`src/core/tx_fmt_cfg.svh`:
```
/*
 Offsets, field reset values and fixed figures of the transmit input
 formatter, gain and adaptive gain block.
 Assumes APB with 32-bit data; byte address is four times the index.
*/
`ifndef TX_FMT_CFG_SVH
`define TX_FMT_CFG_SVH

// ----------------------------------------------------------------
// Register indices
// ----------------------------------------------------------------
`define IDX_INPUT_MODE 6'h10
`define IDX_STROBE_TIMING 6'h11
`define IDX_STROBE_COUNTER 6'h12
`define IDX_GAIN_LOW 6'h13
`define IDX_GAIN_HIGH_CTRL 6'h14
`define IDX_LOWER_LIMIT 6'h15
`define IDX_UPPER_LIMIT 6'h16
`define IDX_RUNS_THRESH 6'h17
`define IDX_LOOP_SHIFTS 6'h18
`define IDX_GAIN_READBACK 6'h19

// ----------------------------------------------------------------
// Reset values
// ----------------------------------------------------------------
`define RST_INPUT_MODE 16'h0000
`define RST_STROBE_TIMING 16'h0000
`define RST_STROBE_COUNTER 16'h0000
`define RST_GAIN_LOW 16'h1000
`define RST_GAIN_HIGH_CTRL 16'h0008
`define RST_ZERO 16'h0000

// ----------------------------------------------------------------
// Codes and figures
// ----------------------------------------------------------------
`define SRC_TEST 3'h0
`define SRC_TDM_B_TO_D 3'h1
`define SRC_NORMAL 3'h2
`define SRC_TDM_A 3'h6
`define FSO_QUIET 2'h0
`define FSO_XMT 2'h1
`define FSO_RCV 2'h2
`define BITS_MAX 3'h5
`define GAIN_FRAC 12
`define LIM_FULL 37'sh0_0007_FFFF
`define LIM_HALF 37'sh0_0003_FFFF
`define GAIN_MAX 20'h7_FFFF

`endif

```
`src/core/tx_fmt_pkg.sv`:
```
/*
 Field layouts of the block's registers and its output carrier.
 Assumes tx_fmt_cfg.svh supplies the numeric constants.
*/
package tx_fmt_pkg;
    typedef struct packed {
        logic [1:0] rsvd;
        logic [1:0] fso_sel;
        logic xmt;
        logic [2:0] src;
        logic pariq;
        logic iqmux;
        logic [2:0] pins;
        logic [2:0] bits;
    } input_mode_t;

    typedef struct packed {
        logic rsvd;
        logic [2:0] fso_dly;
        logic [3:0] sck_div;
        logic [3:0] load_second;
        logic [3:0] load_first;
    } strobe_timing_t;

    typedef struct packed {
        logic [3:0] nfs;
        logic [11:0] strobe_spacing;
    } strobe_counter_t;

    typedef struct packed {
        logic [3:0] zmag;
        logic gain_out;
        logic hold;
        logic half;
        logic [4:0] rnd;
        logic freeze;
        logic [2:0] gain_high;
    } gain_ctrl_t;

    typedef struct packed {
        logic [7:0] thresh;
        logic [3:0] sat_cnt;
        logic [3:0] zero_cnt;
    } runs_t;

    typedef struct packed {
        logic [3:0] sat;
        logic [3:0] zro;
        logic [3:0] abv;
        logic [3:0] blw;
    } shifts_t;

    typedef struct packed {
        logic valid;
        logic [19:0] i;
        logic [19:0] q;
    } lane_out_t;
endpackage

```
`src/core/tx_input_format_gain_agc.sv`:
```
/*
 Transmit input formatter with channel clock divider, frame strobe
 generation, gain with rounding and saturation, and adaptive gain loop.
 Assumes an APB master on sys_clk and sample pins from unrelated logic.
*/
`include "tx_fmt_cfg.svh"
`timescale 1ns/1ns
`default_nettype none

module tx_input_format_gain_agc #(
    parameter int IS_CHANNEL_A = 1
) (
    input wire logic sys_clk,
    input wire logic rstn,
    input wire logic psel,
    input wire logic penable,
    input wire logic pwrite,
    input wire logic [7:0] paddr,
    input wire logic [31:0] pwdata,
    output logic [31:0] prdata,
    output logic pready,
    output logic pslverr,
    input wire logic [15:0] tx_pins,
    input wire logic [15:0] tdm_data,
    input wire logic rx_strobe_in,
    output tx_fmt_pkg::lane_out_t out_data,
    output logic chan_clk,
    output logic frame_strobe,
    output logic fir_swap,
    output logic tx_mode
);
    import tx_fmt_pkg::*;

    if (IS_CHANNEL_A != 0 && IS_CHANNEL_A != 1) begin : g_check
        $error("IS_CHANNEL_A must be 0 or 1");
    end

    // ----------------------------------------------------------------
    // Register file over APB
    // ----------------------------------------------------------------
    input_mode_t mode_q;
    strobe_timing_t timing_q;
    strobe_counter_t counter_q;
    gain_ctrl_t gctrl_q;
    runs_t runs_q;
    shifts_t shifts_q;
    logic [15:0] gain_low_q;
    logic [15:0] lower_q;
    logic [15:0] upper_q;
    logic [15:0] readback_q;
    logic [18:0] agc_gain_q;
    logic [5:0] idx;
    logic mapped;
    logic wr_en;
    logic [15:0] rd_val;

    assign idx = paddr[7:2];
    assign wr_en = psel && penable && pready && pwrite && mapped;

    always_comb begin
        mapped = (paddr[1:0] == 2'h0);
        rd_val = 16'h0000;
        unique case (idx)
            `IDX_INPUT_MODE: rd_val = {2'h0, mode_q[13:0]};
            `IDX_STROBE_TIMING: rd_val = {1'b0, timing_q[14:0]};
            `IDX_STROBE_COUNTER: rd_val = counter_q;
            `IDX_GAIN_LOW: rd_val = gain_low_q;
            `IDX_GAIN_HIGH_CTRL: rd_val = gctrl_q;
            `IDX_LOWER_LIMIT: rd_val = lower_q;
            `IDX_UPPER_LIMIT: rd_val = upper_q;
            `IDX_RUNS_THRESH: rd_val = runs_q;
            `IDX_LOOP_SHIFTS: rd_val = shifts_q;
            `IDX_GAIN_READBACK: rd_val = readback_q;
            default: mapped = 1'b0;
        endcase
    end

    // Answer one cycle after setup, so the access phase never waits
    always_ff @(posedge sys_clk) begin
        if (!rstn) begin
            pready <= 1'b0;
            pslverr <= 1'b0;
            prdata <= 32'h0000_0000;
        end else begin
            pready <= psel && !penable;
            pslverr <= psel && !penable && !mapped;
            prdata <= (psel && !penable && mapped) ? {16'h0000, rd_val} : 32'h0000_0000;
        end
    end

    always_ff @(posedge sys_clk) begin
        if (!rstn) begin
            mode_q <= `RST_INPUT_MODE;
            timing_q <= `RST_STROBE_TIMING;
            counter_q <= `RST_STROBE_COUNTER;
            gain_low_q <= `RST_GAIN_LOW;
            gctrl_q <= `RST_GAIN_HIGH_CTRL;
            lower_q <= `RST_ZERO;
            upper_q <= `RST_ZERO;
            runs_q <= `RST_ZERO;
            shifts_q <= `RST_ZERO;
        end else if (wr_en) begin
            unique case (idx)
                `IDX_INPUT_MODE: mode_q <= pwdata[15:0];
                `IDX_STROBE_TIMING: timing_q <= pwdata[15:0];
                `IDX_STROBE_COUNTER: counter_q <= pwdata[15:0];
                `IDX_GAIN_LOW: gain_low_q <= pwdata[15:0];
                `IDX_GAIN_HIGH_CTRL: gctrl_q <= pwdata[15:0];
                `IDX_LOWER_LIMIT: lower_q <= pwdata[15:0];
                `IDX_UPPER_LIMIT: upper_q <= pwdata[15:0];
                `IDX_RUNS_THRESH: runs_q <= pwdata[15:0];
                `IDX_LOOP_SHIFTS: shifts_q <= pwdata[15:0];
                default: ;
            endcase
        end
    end

    // ----------------------------------------------------------------
    // Pin synchronisers
    // ----------------------------------------------------------------
    logic [15:0] pins_meta_q;
    logic [15:0] pins_sync_q;
    logic rxs_meta_q;
    logic rxs_sync_q;

    always_ff @(posedge sys_clk) begin
        if (!rstn) begin
            pins_meta_q <= 16'h0000;
            pins_sync_q <= 16'h0000;
            rxs_meta_q <= 1'b0;
            rxs_sync_q <= 1'b0;
        end else begin
            pins_meta_q <= tx_pins;
            pins_sync_q <= pins_meta_q;
            rxs_meta_q <= rx_strobe_in;
            rxs_sync_q <= rxs_meta_q;
        end
    end

    // ----------------------------------------------------------------
    // Channel clock divider and frame strobe
    // ----------------------------------------------------------------
    logic [3:0] div_cnt_q;
    logic tick;
    logic [11:0] fs_cnt_q;
    logic tx_fs;
    logic [6:0] fso_pipe_q;
    logic [3:0] nfs_cnt_q;
    logic [2:0] dly_idx;

    assign tick = (div_cnt_q >= timing_q.sck_div);
    // Strobe every spacing ticks; a spacing of zero behaves as one
    assign tx_fs = tick && ({1'b0, fs_cnt_q} + 13'h0001 >= {1'b0, counter_q.strobe_spacing}) && mode_q.xmt;
    assign dly_idx = (timing_q.fso_dly == 3'h0) ? 3'h0 : timing_q.fso_dly - 3'h1;

    always_ff @(posedge sys_clk) begin
        if (!rstn) begin
            div_cnt_q <= 4'h0;
            chan_clk <= 1'b0;
        end else begin
            div_cnt_q <= tick ? 4'h0 : div_cnt_q + 4'h1;
            // At a divider of zero the channel clock cannot toggle and stays high
            chan_clk <= (tick ? 4'h0 : div_cnt_q + 4'h1) <= {1'b0, timing_q.sck_div[3:1]};
        end
    end

    always_ff @(posedge sys_clk) begin
        if (!rstn) begin
            fs_cnt_q <= 12'h000;
        end else if (tick && mode_q.xmt) begin
            fs_cnt_q <= tx_fs ? 12'h000 : fs_cnt_q + 12'h001;
        end
    end

    always_ff @(posedge sys_clk) begin
        if (!rstn) begin
            fso_pipe_q <= 7'h00;
        end else if (tick) begin
            fso_pipe_q <= {fso_pipe_q[5:0], tx_fs};
        end
    end

    always_ff @(posedge sys_clk) begin
        if (!rstn) begin
            frame_strobe <= 1'b0;
        end else begin
            unique case (mode_q.fso_sel)
                `FSO_XMT: frame_strobe <= fso_pipe_q[dly_idx];
                `FSO_RCV: frame_strobe <= rxs_sync_q;
                default: frame_strobe <= 1'b0;
            endcase
        end
    end

    always_ff @(posedge sys_clk) begin
        if (!rstn) begin
            nfs_cnt_q <= 4'h0;
            fir_swap <= 1'b0;
        end else if (tx_fs) begin
            if (nfs_cnt_q + 4'h1 >= counter_q.nfs) begin
                nfs_cnt_q <= 4'h0;
                fir_swap <= !fir_swap;
            end else begin
                nfs_cnt_q <= nfs_cnt_q + 4'h1;
            end
        end
    end

    always_ff @(posedge sys_clk) begin
        if (!rstn) begin
            tx_mode <= 1'b0;
        end else begin
            tx_mode <= mode_q.xmt;
        end
    end

    // ----------------------------------------------------------------
    // Input word assembly
    // ----------------------------------------------------------------
    logic [15:0] src_data;
    logic [15:0] test_q;
    logic [2:0] tdm_code;
    logic fmt_on;
    logic [19:0] word_q;
    logic [19:0] word_d;
    logic [2:0] nib_q;
    logic [3:0] nib_d;
    logic word_done;
    logic [19:0] word_just;

    assign tdm_code = (IS_CHANNEL_A == 1) ? `SRC_TDM_A : `SRC_TDM_B_TO_D;
    // Illegal word and pin codes are served as quiet
    assign fmt_on = mode_q.xmt && (mode_q.bits != 3'h0) && (mode_q.bits <= `BITS_MAX)
        && (mode_q.pins == 3'h1 || mode_q.pins == 3'h2 || mode_q.pins == 3'h4);

    always_comb begin
        if (mode_q.src == `SRC_NORMAL) begin
            src_data = pins_sync_q;
        end else if (mode_q.src == tdm_code) begin
            src_data = tdm_data;
        end else if (mode_q.src == `SRC_TEST) begin
            src_data = test_q;
        end else begin
            src_data = 16'h0000;
        end
    end

    always_comb begin
        word_d = word_q;
        unique case (mode_q.pins)
            3'h1: word_d = {word_q[15:0], src_data[15:12]};
            3'h2: word_d = {word_q[11:0], src_data[15:8]};
            3'h4: word_d = {word_q[3:0], src_data};
            default: word_d = word_q;
        endcase
        // One spare bit: four nibbles on top of four would wrap
        nib_d = {1'b0, nib_q} + {1'b0, mode_q.pins};
        word_done = fmt_on && tick && (nib_d >= {1'b0, mode_q.bits});
        word_just = word_d << (3'(`BITS_MAX - mode_q.bits) * 4);
    end

    always_ff @(posedge sys_clk) begin
        if (!rstn) begin
            word_q <= 20'h0_0000;
            nib_q <= 3'h0;
            test_q <= 16'h0000;
        end else begin
            if (tick) begin
                test_q <= test_q + 16'h0001;
            end
            // A frame strobe realigns the word boundary
            if (!fmt_on || tx_fs) begin
                nib_q <= 3'h0;
            end else if (tick) begin
                word_q <= word_d;
                nib_q <= word_done ? 3'h0 : nib_d[2:0];
            end
        end
    end

    // ----------------------------------------------------------------
    // I/Q packing
    // ----------------------------------------------------------------
    logic [15:0] i_hold_q;
    logic q_phase_q;
    logic pair_valid;
    logic [15:0] pair_i;
    logic [15:0] pair_q;
    logic [15:0] w16;

    assign w16 = word_just[19:4];

    always_comb begin
        pair_valid = 1'b0;
        pair_i = w16;
        pair_q = 16'h0000;
        if (word_done) begin
            if (mode_q.pariq) begin
                pair_valid = 1'b1;
                pair_i = {w16[15:8], 8'h00};
                pair_q = {w16[7:0], 8'h00};
            end else if (mode_q.iqmux) begin
                pair_valid = q_phase_q;
                pair_i = i_hold_q;
                pair_q = w16;
            end else begin
                pair_valid = 1'b1;
            end
        end
    end

    always_ff @(posedge sys_clk) begin
        if (!rstn) begin
            i_hold_q <= 16'h0000;
            q_phase_q <= 1'b0;
        end else if (!mode_q.iqmux || mode_q.pariq || tx_fs) begin
            q_phase_q <= 1'b0;
        end else if (word_done) begin
            q_phase_q <= !q_phase_q;
            if (!q_phase_q) begin
                i_hold_q <= w16;
            end
        end
    end

    // ----------------------------------------------------------------
    // Gain, rounding and saturation
    // ----------------------------------------------------------------
    function automatic logic [20:0] apply_gain(input logic [15:0] s, input logic [18:0] g,
                                               input logic [4:0] rnd, input logic half);
        logic signed [35:0] p;
        logic signed [36:0] r;
        logic signed [36:0] lim;
        logic sat;
        logic [19:0] mask;
        p = $signed(s) * $signed({1'b0, g});
        r = {p[35], p};
        r = r >>> `GAIN_FRAC;
        if (rnd != 5'h00) begin
            r = r + (37'sd1 <<< (rnd - 5'h01));
        end
        lim = half ? `LIM_HALF : `LIM_FULL;
        sat = 1'b0;
        if (r > lim) begin
            r = lim;
            sat = 1'b1;
        end else if (r < -lim - 37'sd1) begin
            r = -lim - 37'sd1;
            sat = 1'b1;
        end
        mask = 20'hF_FFFF << rnd;
        return {sat, r[19:0] & mask};
    endfunction

    logic [18:0] manual_gain;
    logic [18:0] use_gain;
    logic [20:0] res_i;
    logic [20:0] res_q;

    assign manual_gain = {gctrl_q.gain_high, gain_low_q};
    assign use_gain = gctrl_q.freeze ? manual_gain : agc_gain_q;
    assign res_i = apply_gain(pair_i, use_gain, gctrl_q.rnd, gctrl_q.half);
    assign res_q = apply_gain(pair_q, use_gain, gctrl_q.rnd, gctrl_q.half);

    always_ff @(posedge sys_clk) begin
        if (!rstn) begin
            out_data <= '0;
        end else begin
            out_data.valid <= pair_valid;
            if (pair_valid) begin
                out_data.i <= res_i[19:0];
                out_data.q <= res_q[19:0];
                if (gctrl_q.gain_out) begin
                    out_data.i[7:0] <= use_gain[18:11];
                    out_data.q[7:0] <= use_gain[18:11];
                end
            end
        end
    end

    // ----------------------------------------------------------------
    // Adaptive gain loop
    // ----------------------------------------------------------------
    logic [15:0] mag;
    logic is_zero;
    logic is_sat;
    logic [3:0] zero_run_q;
    logic [3:0] sat_run_q;
    logic [19:0] g20;
    logic [19:0] lo_lim;
    logic [19:0] hi_lim;
    logic [19:0] next_g;

    function automatic logic [19:0] step(input logic [19:0] g, input logic [3:0] sh);
        return (sh == 4'h0) ? 20'h0_0000 : (g >> sh);
    endfunction

    always_comb begin
        mag = res_i[19] ? 16'(~res_i[19:4]) : res_i[19:4];
        is_zero = (mag[15:4] == 12'h000) && ((mag[3:0] & gctrl_q.zmag) == 4'h0);
        is_sat = res_i[20] || res_q[20];
        g20 = {1'b0, agc_gain_q};
        lo_lim = ({1'b0, manual_gain} > {4'h0, lower_q}) ? {1'b0, manual_gain} - {4'h0, lower_q} : 20'h0_0000;
        hi_lim = {1'b0, manual_gain} + {4'h0, upper_q};
        if (hi_lim > `GAIN_MAX) begin
            hi_lim = `GAIN_MAX;
        end
        if (is_sat && sat_run_q >= runs_q.sat_cnt) begin
            next_g = g20 - step(g20, shifts_q.sat);
        end else if (is_zero && zero_run_q >= runs_q.zero_cnt) begin
            next_g = g20 + step(g20, shifts_q.zro);
        end else if (mag[15:8] > runs_q.thresh) begin
            next_g = g20 - step(g20, shifts_q.abv);
        end else begin
            next_g = g20 + step(g20, shifts_q.blw);
        end
        if (next_g < lo_lim) begin
            next_g = lo_lim;
        end
        if (next_g > hi_lim) begin
            next_g = hi_lim;
        end
    end

    always_ff @(posedge sys_clk) begin
        if (!rstn) begin
            zero_run_q <= 4'h0;
            sat_run_q <= 4'h0;
        end else if (pair_valid) begin
            zero_run_q <= !is_zero ? 4'h0 : (zero_run_q == 4'hF) ? zero_run_q : zero_run_q + 4'h1;
            sat_run_q <= !is_sat ? 4'h0 : (sat_run_q == 4'hF) ? sat_run_q : sat_run_q + 4'h1;
        end
    end

    always_ff @(posedge sys_clk) begin
        if (!rstn) begin
            agc_gain_q <= {3'(`RST_GAIN_HIGH_CTRL), `RST_GAIN_LOW};
        end else if (gctrl_q.freeze) begin
            agc_gain_q <= manual_gain;
        end else if (pair_valid) begin
            agc_gain_q <= next_g[18:0];
        end
    end

    always_ff @(posedge sys_clk) begin
        if (!rstn) begin
            readback_q <= 16'h0000;
        end else if (!gctrl_q.hold) begin
            readback_q <= agc_gain_q[18:3];
        end
    end

endmodule

`default_nettype wire

```
`config.mk`:
```
export PLATFORM = sky130hd
export DESIGN_NAME = tx_input_format_gain_agc
export DESIGN_NICKNAME = d
export VERILOG_FILES = /design/src/core/tx_fmt_pkg.sv /design/src/core/tx_input_format_gain_agc.sv
export VERILOG_INCLUDE_DIRS = /design/src /design/src/core
export SDC_FILE = /design/constraint.sdc
export NUM_CORES = 2
export LEC_CHECK = 0
export BUFFER_PORTS_ARGS = -buffer_cell sky130_fd_sc_hd__buf_4
export CAP_MARGIN = 20
export CORE_UTILIZATION = 65
export DETAILED_ROUTE_END_ITERATION = 16
export PLACE_DENSITY = 0.83
export SLEW_MARGIN = 5
export SYNTH_ARGS = -nofsm -noshare
export SYNTH_HDL_FRONTEND = slang
export SYNTH_SLANG_ARGS = --single-unit
```
`constraint.sdc`:
```
create_clock -name sys_clk -period 65.5 [get_ports sys_clk]
set_input_delay 3.275 -clock sys_clk [delete_from_list [all_inputs] [get_ports sys_clk]]
set_output_delay 3.275 -clock sys_clk [all_outputs]
set_load 0.03 [all_outputs]
```
## Word-level counts from Yosys, hierarchy flattened

Index checks and enable logic that the tools add are counted.

| operators by class | value |
|---|---|
| magnitude comparators | 18 |
| divide/modulo/power cells | 0 |
| multiply operators | 2 |
| add/subtract/negate cells | 21 |
| shift-type cells | 7 |
| eq/ne operators | 21 |
| reductions and logical operators | 60 |
| mux-type cells | 55 |
| bitwise logic cells | 8 |

Operators with widths:

| cell | count |
|---|---|
| $mux W20 | 14 |
| $mux W16 | 10 |
| $pmux W16 S10 | 1 |
| $mux W19 | 5 |
| $shr A19 B4 Y20 | 4 |
| $add A24 B37 Y37 | 2 |
| $gt A37 B20 Y1 | 2 |
| $lt A37 B37 Y1 | 2 |
| $mux W37 | 2 |
| $mul A16 B20 Y36 | 2 |
| $eq A6 B5 Y1 const B | 10 |
| $pmux W20 S3 | 1 |
| $add A19 B20 Y20 | 2 |
| $and A20 B20 Y20 | 2 |
| $sub A19 B20 Y20 | 2 |
| $neg A19 Y37 | 1 |
| $sshl A2 B5 Y37 const A | 1 |
| $sub A37 B2 Y37 const B | 1 |
| $reduce_and A2 Y1 | 14 |
| $mux W4 | 6 |
| $add A19 B16 Y20 | 1 |
| $gt A20 B19 Y1 const B | 1 |
| $gt A20 B20 Y1 | 1 |
| $logic_not A4 Y1 | 5 |
| other kinds (48) | 100 |

| storage, ports and cells | value |
|---|---|
| latch bits | 0 |
| output and inout bits | 79 |
| word-level logic and storage cells | 250 |
| memories | 0 |
| bits in registers | 380 |
| memory bits (read-only) | 0 |
| RAM bits | 0 |

## Logic depth before layout (Yosys ltp)

| depth | value |
|---|---|
| word-level depth | 30 |
| mapped depth | 124 |
| depth with buffers taken out | 116 |

## Least setup slack after synthesis

OpenSTA, ideal clock, no wires.

| path | value |
|---|---|
| path kind | in2reg |
| start point | input port tdm_data[12] |
| end point | register agc_gain_q[17] |
| slack | 40.321 ns |
| required time | 65.413 ns |
| arrival time | 25.092 ns |
| stages on the path | 108 |
| cells stage by stage | nand3_1 -> o21ai_0 -> a221oi_1 -> nor2_1 -> nand2_1 -> o21ai_0 -> o211ai_1 -> nor2_1 -> a31oi_1 -> o22a_1 -> clkbuf_1 -> buf_1 -> nor2_1 -> fa_1 -> inv_1 -> fa_1 -> fa_1 -> inv_1 -> (+72 left out) -> a21o_1 -> a21oi_1 -> nor2b_1 -> o21ai_0 -> nand2b_1 -> a21oi_1 -> nor2b_1 -> o21ai_0 -> nand2b_1 -> a221o_1 -> a21o_1 -> a211o_1 -> o21ai_1 -> clkbuf_1 -> nor2_1 -> nand2_1 -> o21ai_0 -> o31ai_1 |

| between the ends | value |
|---|---|
| cells in the longest elaborated chain, start to end | 28 |
| elaborated cells on any way between the ends | 46 |
| those cells by class | 2 x add/sub; 2 x mul; 7 x order compare; 1 x shift; 25 x mux; 3 x bitwise; 6 x reduce/logical |

Ends and longest elaborated chain:

| element | RTL line | text |
|---|---|---|
| start, declared | tx_input_format_gain_agc.sv:24 | `input wire logic [15:0] tdm_data,` |
| $mux W16 * | tx_input_format_gain_agc.sv:239 | `end else if (mode_q.src == tdm_code) begin` |
| $mux W16 * | tx_input_format_gain_agc.sv:237 | `` if (mode_q.src == `SRC_NORMAL) begin `` |
| $pmux W20 S3 * | tx_input_format_gain_agc.sv:250 | `unique case (mode_q.pins)` |
| $shl A20 B5 Y20 * | tx_input_format_gain_agc.sv:259 | `` word_just = word_d << (3'(`BITS_MAX - mode_q.bits) * 4); `` |
| parallel branches: the longest is 17 deep, another holds $add A24 B37 Y37 | -- |  |
| $mux W20 * | tx_input_format_gain_agc.sv:408 | `if (is_sat && sat_run_q >= runs_q.sat_cnt) begin` |
| $lt A20 B20 Y1 | tx_input_format_gain_agc.sv:417 | `if (next_g < lo_lim) begin` |
| $mux W20 * | tx_input_format_gain_agc.sv:417 |  |
| $gt A20 B20 Y1 | tx_input_format_gain_agc.sv:420 | `if (next_g > hi_lim) begin` |
| $mux W19 * | tx_input_format_gain_agc.sv:420 |  |
| $mux W19 * | tx_input_format_gain_agc.sv:440 | `end else if (pair_valid) begin` |
| $mux W19 * | tx_input_format_gain_agc.sv:438 | `end else if (gctrl_q.freeze) begin` |
| end signal, assigned | tx_input_format_gain_agc.sv:437 | `` agc_gain_q <= {3'(`RST_GAIN_HIGH_CTRL), `RST_GAIN_LOW}; `` |
| end signal, assigned | tx_input_format_gain_agc.sv:439 | `agc_gain_q <= manual_gain;` |
| end signal, assigned | tx_input_format_gain_agc.sv:441 | `agc_gain_q <= next_g[18:0];` |
| end, declared | tx_input_format_gain_agc.sv:51 | `logic [18:0] agc_gain_q;` |

Mark *: on every way between the ends. The select of a mux whose other input is x is not followed.
A chain may end at the register's enable or synchronous reset.

## Worst setup path in the final report

| path | value |
|---|---|
| start point | input port tdm_data[13] |
| end point | register agc_gain_q[12] |

Same word-level chain as after synthesis.

==> impl_metrics.tcl <==
set metrics [dict create \
    status "finished, final reports clean" \
    hold_viol_final 0 \
    firstDrtPassIters 13 \
    synth_largest_type_area_fraction_pct 18.3 \
    period_share_pct 44.8 \
    cts_resized 0 \
    pwr-share-comb_pct 4.4 \
    synth.cell_area_mm2 0.0521 \
    cts_max_level 2 \
    floorplan.initialDensity_pct 65.9 \
    dpl_worst_slack_ns 36.41 \
    power_frac_seq_pct 48.2 \
    place.detailed.instances 7726 \
    hold_class "flip-flop to flip-flop" \
    finalWeightedCongestion 1.04 \
    viasPerCell 6.49 \
    post-synth-top-count-cell "nand2_1" \
    finClkSkew_ns 0.0287 \
    leading_registers_by_flop_count "out_data x41, word_q x20, agc_gain_q x19" \
    antenna_cells_inserted 0 \
    layoutNonFillerInstCount 7797 \
    worst_rel_slew_slack_pct 16.7 \
    seq_area_frac_synth_pct 14.0 \
    critical_path.max_stage_delay_ns 0.78 \
    dp_hpwl_mm 136 \
    io_pins 157 \
    count_of_distinct_cell_types_in_the_synthesized_netlist 96 \
    netlist.top_cell.by_area "fa_1" \
    cts_max_path_buffers 3 \
    antenna_found_initial 1 \
    post_synth.cell_area_avg_um2 7.65 \
    netSwitchingFraction_pct 24.4 \
    crit_path_max_fanout 26 \
    port_buffers 124 \
    synth_warnings 0 \
    overall_die_area_mm2 0.0814 \
    dieHeight_um 285 \
    ant_nets 0 \
    hold_buffers 0 \
    ys_seq_elements 364 \
    worst_ep_required_time_ns 65.89 \
    grt_pass1_vias 49000 \
    synth.top_cells.by_area "fa_1, dfxtp_1, ha_1" \
    tritoncts.num_buffers 37 \
    wl_mm 178 \
    asyncSetResetFlopFracSynth_pct 0 \
    dominantRegCellSynth "dfxtp_1" \
    die-width_um 285 \
    maximum_clock_frequency_mhz 34.0 \
    cp_common_cell "o21ai_0" \
    grt_use_total_pct 43.2 \
    yosys-top-cells-count "nand2_1, inv_1, nor2_1, fa_1, ha_1" \
    largest_register_ff_count 41 \
    synth_enable_flop_cells 0 \
    core_occupancy_in_the_finished_layout_pct 69.8 \
    grt_first_pass_wirelength_mm 275 \
    pwr-share-clk_pct 47.4 \
    rsz0062_at_grt "false" \
    number_of_design_rule_violations_left_after_detail_routing 0 \
    start_kind "primary input" \
    startpoint_to_endpoint_class_of_the_critical_path "primary input to flip-flop" \
    critical_path_arrival_ns 29.77 \
    drv.max_cap_violation_count 0 \
    crit_path_top_delay_cell "o22a_1" \
    timing_worst_slew_pin_value_ns 1.24 \
    routedWlPerCell_um 22.9 \
    clk_pin_slew_ns 0.06 \
    clock_insertion_delay_worst_skew_ns 0.57 \
    dr.first_iter.drc_count 5697 \
    global_route.overflow_total 0 \
    maximum_number_of_pins_on_one_net_before_global_route_repair 144 \
    setup_viol_count_final 0 \
    power_uw 463 \
    area_growth_syn_to_layout_pct 5.96 \
    detailroute.via_count 50600 \
    registers.top_by_ff_count "out_data" \
    post_cts_buffers 0 \
    drv_slew 0 \
    power_report.internal_total_uw 350 \
    ratio_of_cells_with_drive_above_1_in_the_final_layout_pct 7.05 \
    total_leakage_power_nw 24.8 \
    fin_tns_setup_ns 0 \
    cts_tree "yes" \
    timing.final.ws_setup_ns 36.12 \
    vdd_drop_max_mv 0.0164 \
    cp-end-kind "flip-flop" \
    power-per-cell-area_mw_per_mm2 8.38 \
    netSwitchingPower_uw 113 \
    core_area_mm2 0.0791 \
    clk_sinks 364 \
    finalCriticalPeriod_ns 29.38 \
    nNetsFinal 7742 \
    num_rows 103 \
    synth_cells 6819 \
    ctsRootBufferMaster "clkbuf_16" \
]
-- power groups by stage --
stage,clock network [mW],logic [mW],registers (mW)
after CTS,0.219,0.0198,0.223
final,0.220,0.0204,0.223
after detailed placement,0,0.0197,0.228
after global placement,0,0.0195,0.228
after global routing,0.228,0.0214,0.223
after floorplan,0,0.0128,0.228
-- cell usage in the layout (no fill, tap or decap), types with 38 or more instances in the layout --
master        n
a21boi_0    186
a21o_1       97
a21oi_1     363
a22oi_1      41
a31oi_1      68
and2_1      121
and3_1       42
buf_4       259
clkbuf_16    38
dfxtp_1     363
fa_1        476
ha_1        469
inv_1       692
mux2_2       41
mux2i_1     119
nand2_1    1068
nand2b_1     84
nand3_1     125
nand4_1      55
nor2_1      662
nor2b_1      95
nor3_1      104
o211ai_1     45
o21a_1       41
o21ai_0     263
xnor2_1     123
xor2_1       85
-- area by class of cell --
type                       instances  area (µm²)
clock inverter                    15         145
sequential                       364        7290
timing repair buffer             263        1980
clock buffer                      52        1070
fill                            6529       23900
inverter                         696        2610
multi-input combinational       5357       40800
tap                             1050        1310
-- path summary, 6_finish.rpt --
| kind | endpoint | from | slack [ns] | cells after the start |
|---|---|---|---|---|
| min reg2reg | pins_sync_q[7]$_SDFF_PN0_ | pins_meta_q[7]$_SDFF_PN0_ | 0.43 | 1 |
| max | agc_gain_q[12]$_SDFFE_PN1P_ | tdm_data[13] | 36.12 | 109 |
| min | pins_sync_q[7]$_SDFF_PN0_ | pins_meta_q[7]$_SDFF_PN0_ | 0.43 | 1 |
| max reg2reg | agc_gain_q[12]$_SDFFE_PN1P_ | mode_q[4]$_SDFFE_PN0P_ | 37.24 | 110 |
-- stage by stage --
step / instance area (µm²) / hold WS [ns]
finish: 55300 / 0.432
global route: 55300 / 0.439
CTS: 55200 / 0.435
detailed placement: 54000 / 0.420
global placement: 54000 / 0.413
floorplan: 52200 / 0.412
-- critical path: cells and delay by family --
family                   cells  cell delay [ns]
XOR/XNOR                     2             0.41
AO/OA/AOI/OAI               57            15.18
multiplexers                 2             0.27
buffers and inverters       11             1.77
adder cells (fa/ha/maj)     13             5.33
AND/OR/NAND/NOR             24             3.45
-- cell families (layout without fill, tap and decap cells) --
logic type / count (synthesis) / in the layout / share of synthesized area [%]
xor+xnor: 208 / 208 / 3.49
other cells: 2 / 17 / 0.0144
mux: 190 / 190 / 4.35
simple gates: 2516 / 2516 / 21.6
fa+ha+maj: 945 / 945 / 29.5
buf+inv: 1113 / 1026 / 8.17
compound gates: 1481 / 1481 / 18.9
flops: 364 / 364 / 14.0
-- layer usage --
layer	part of all wire, %	vias up	wire length, µm	GRT usage (%)
met5	0.0062	-	11	0
met3	12	752	20700	9.27
li1	-	22700	-	-
met4	8.3	2	14800	29.8
met1	36	24000	64600	53.1
met2	44	3117	78400	67.9
Power figures use the tool's default switching activity.
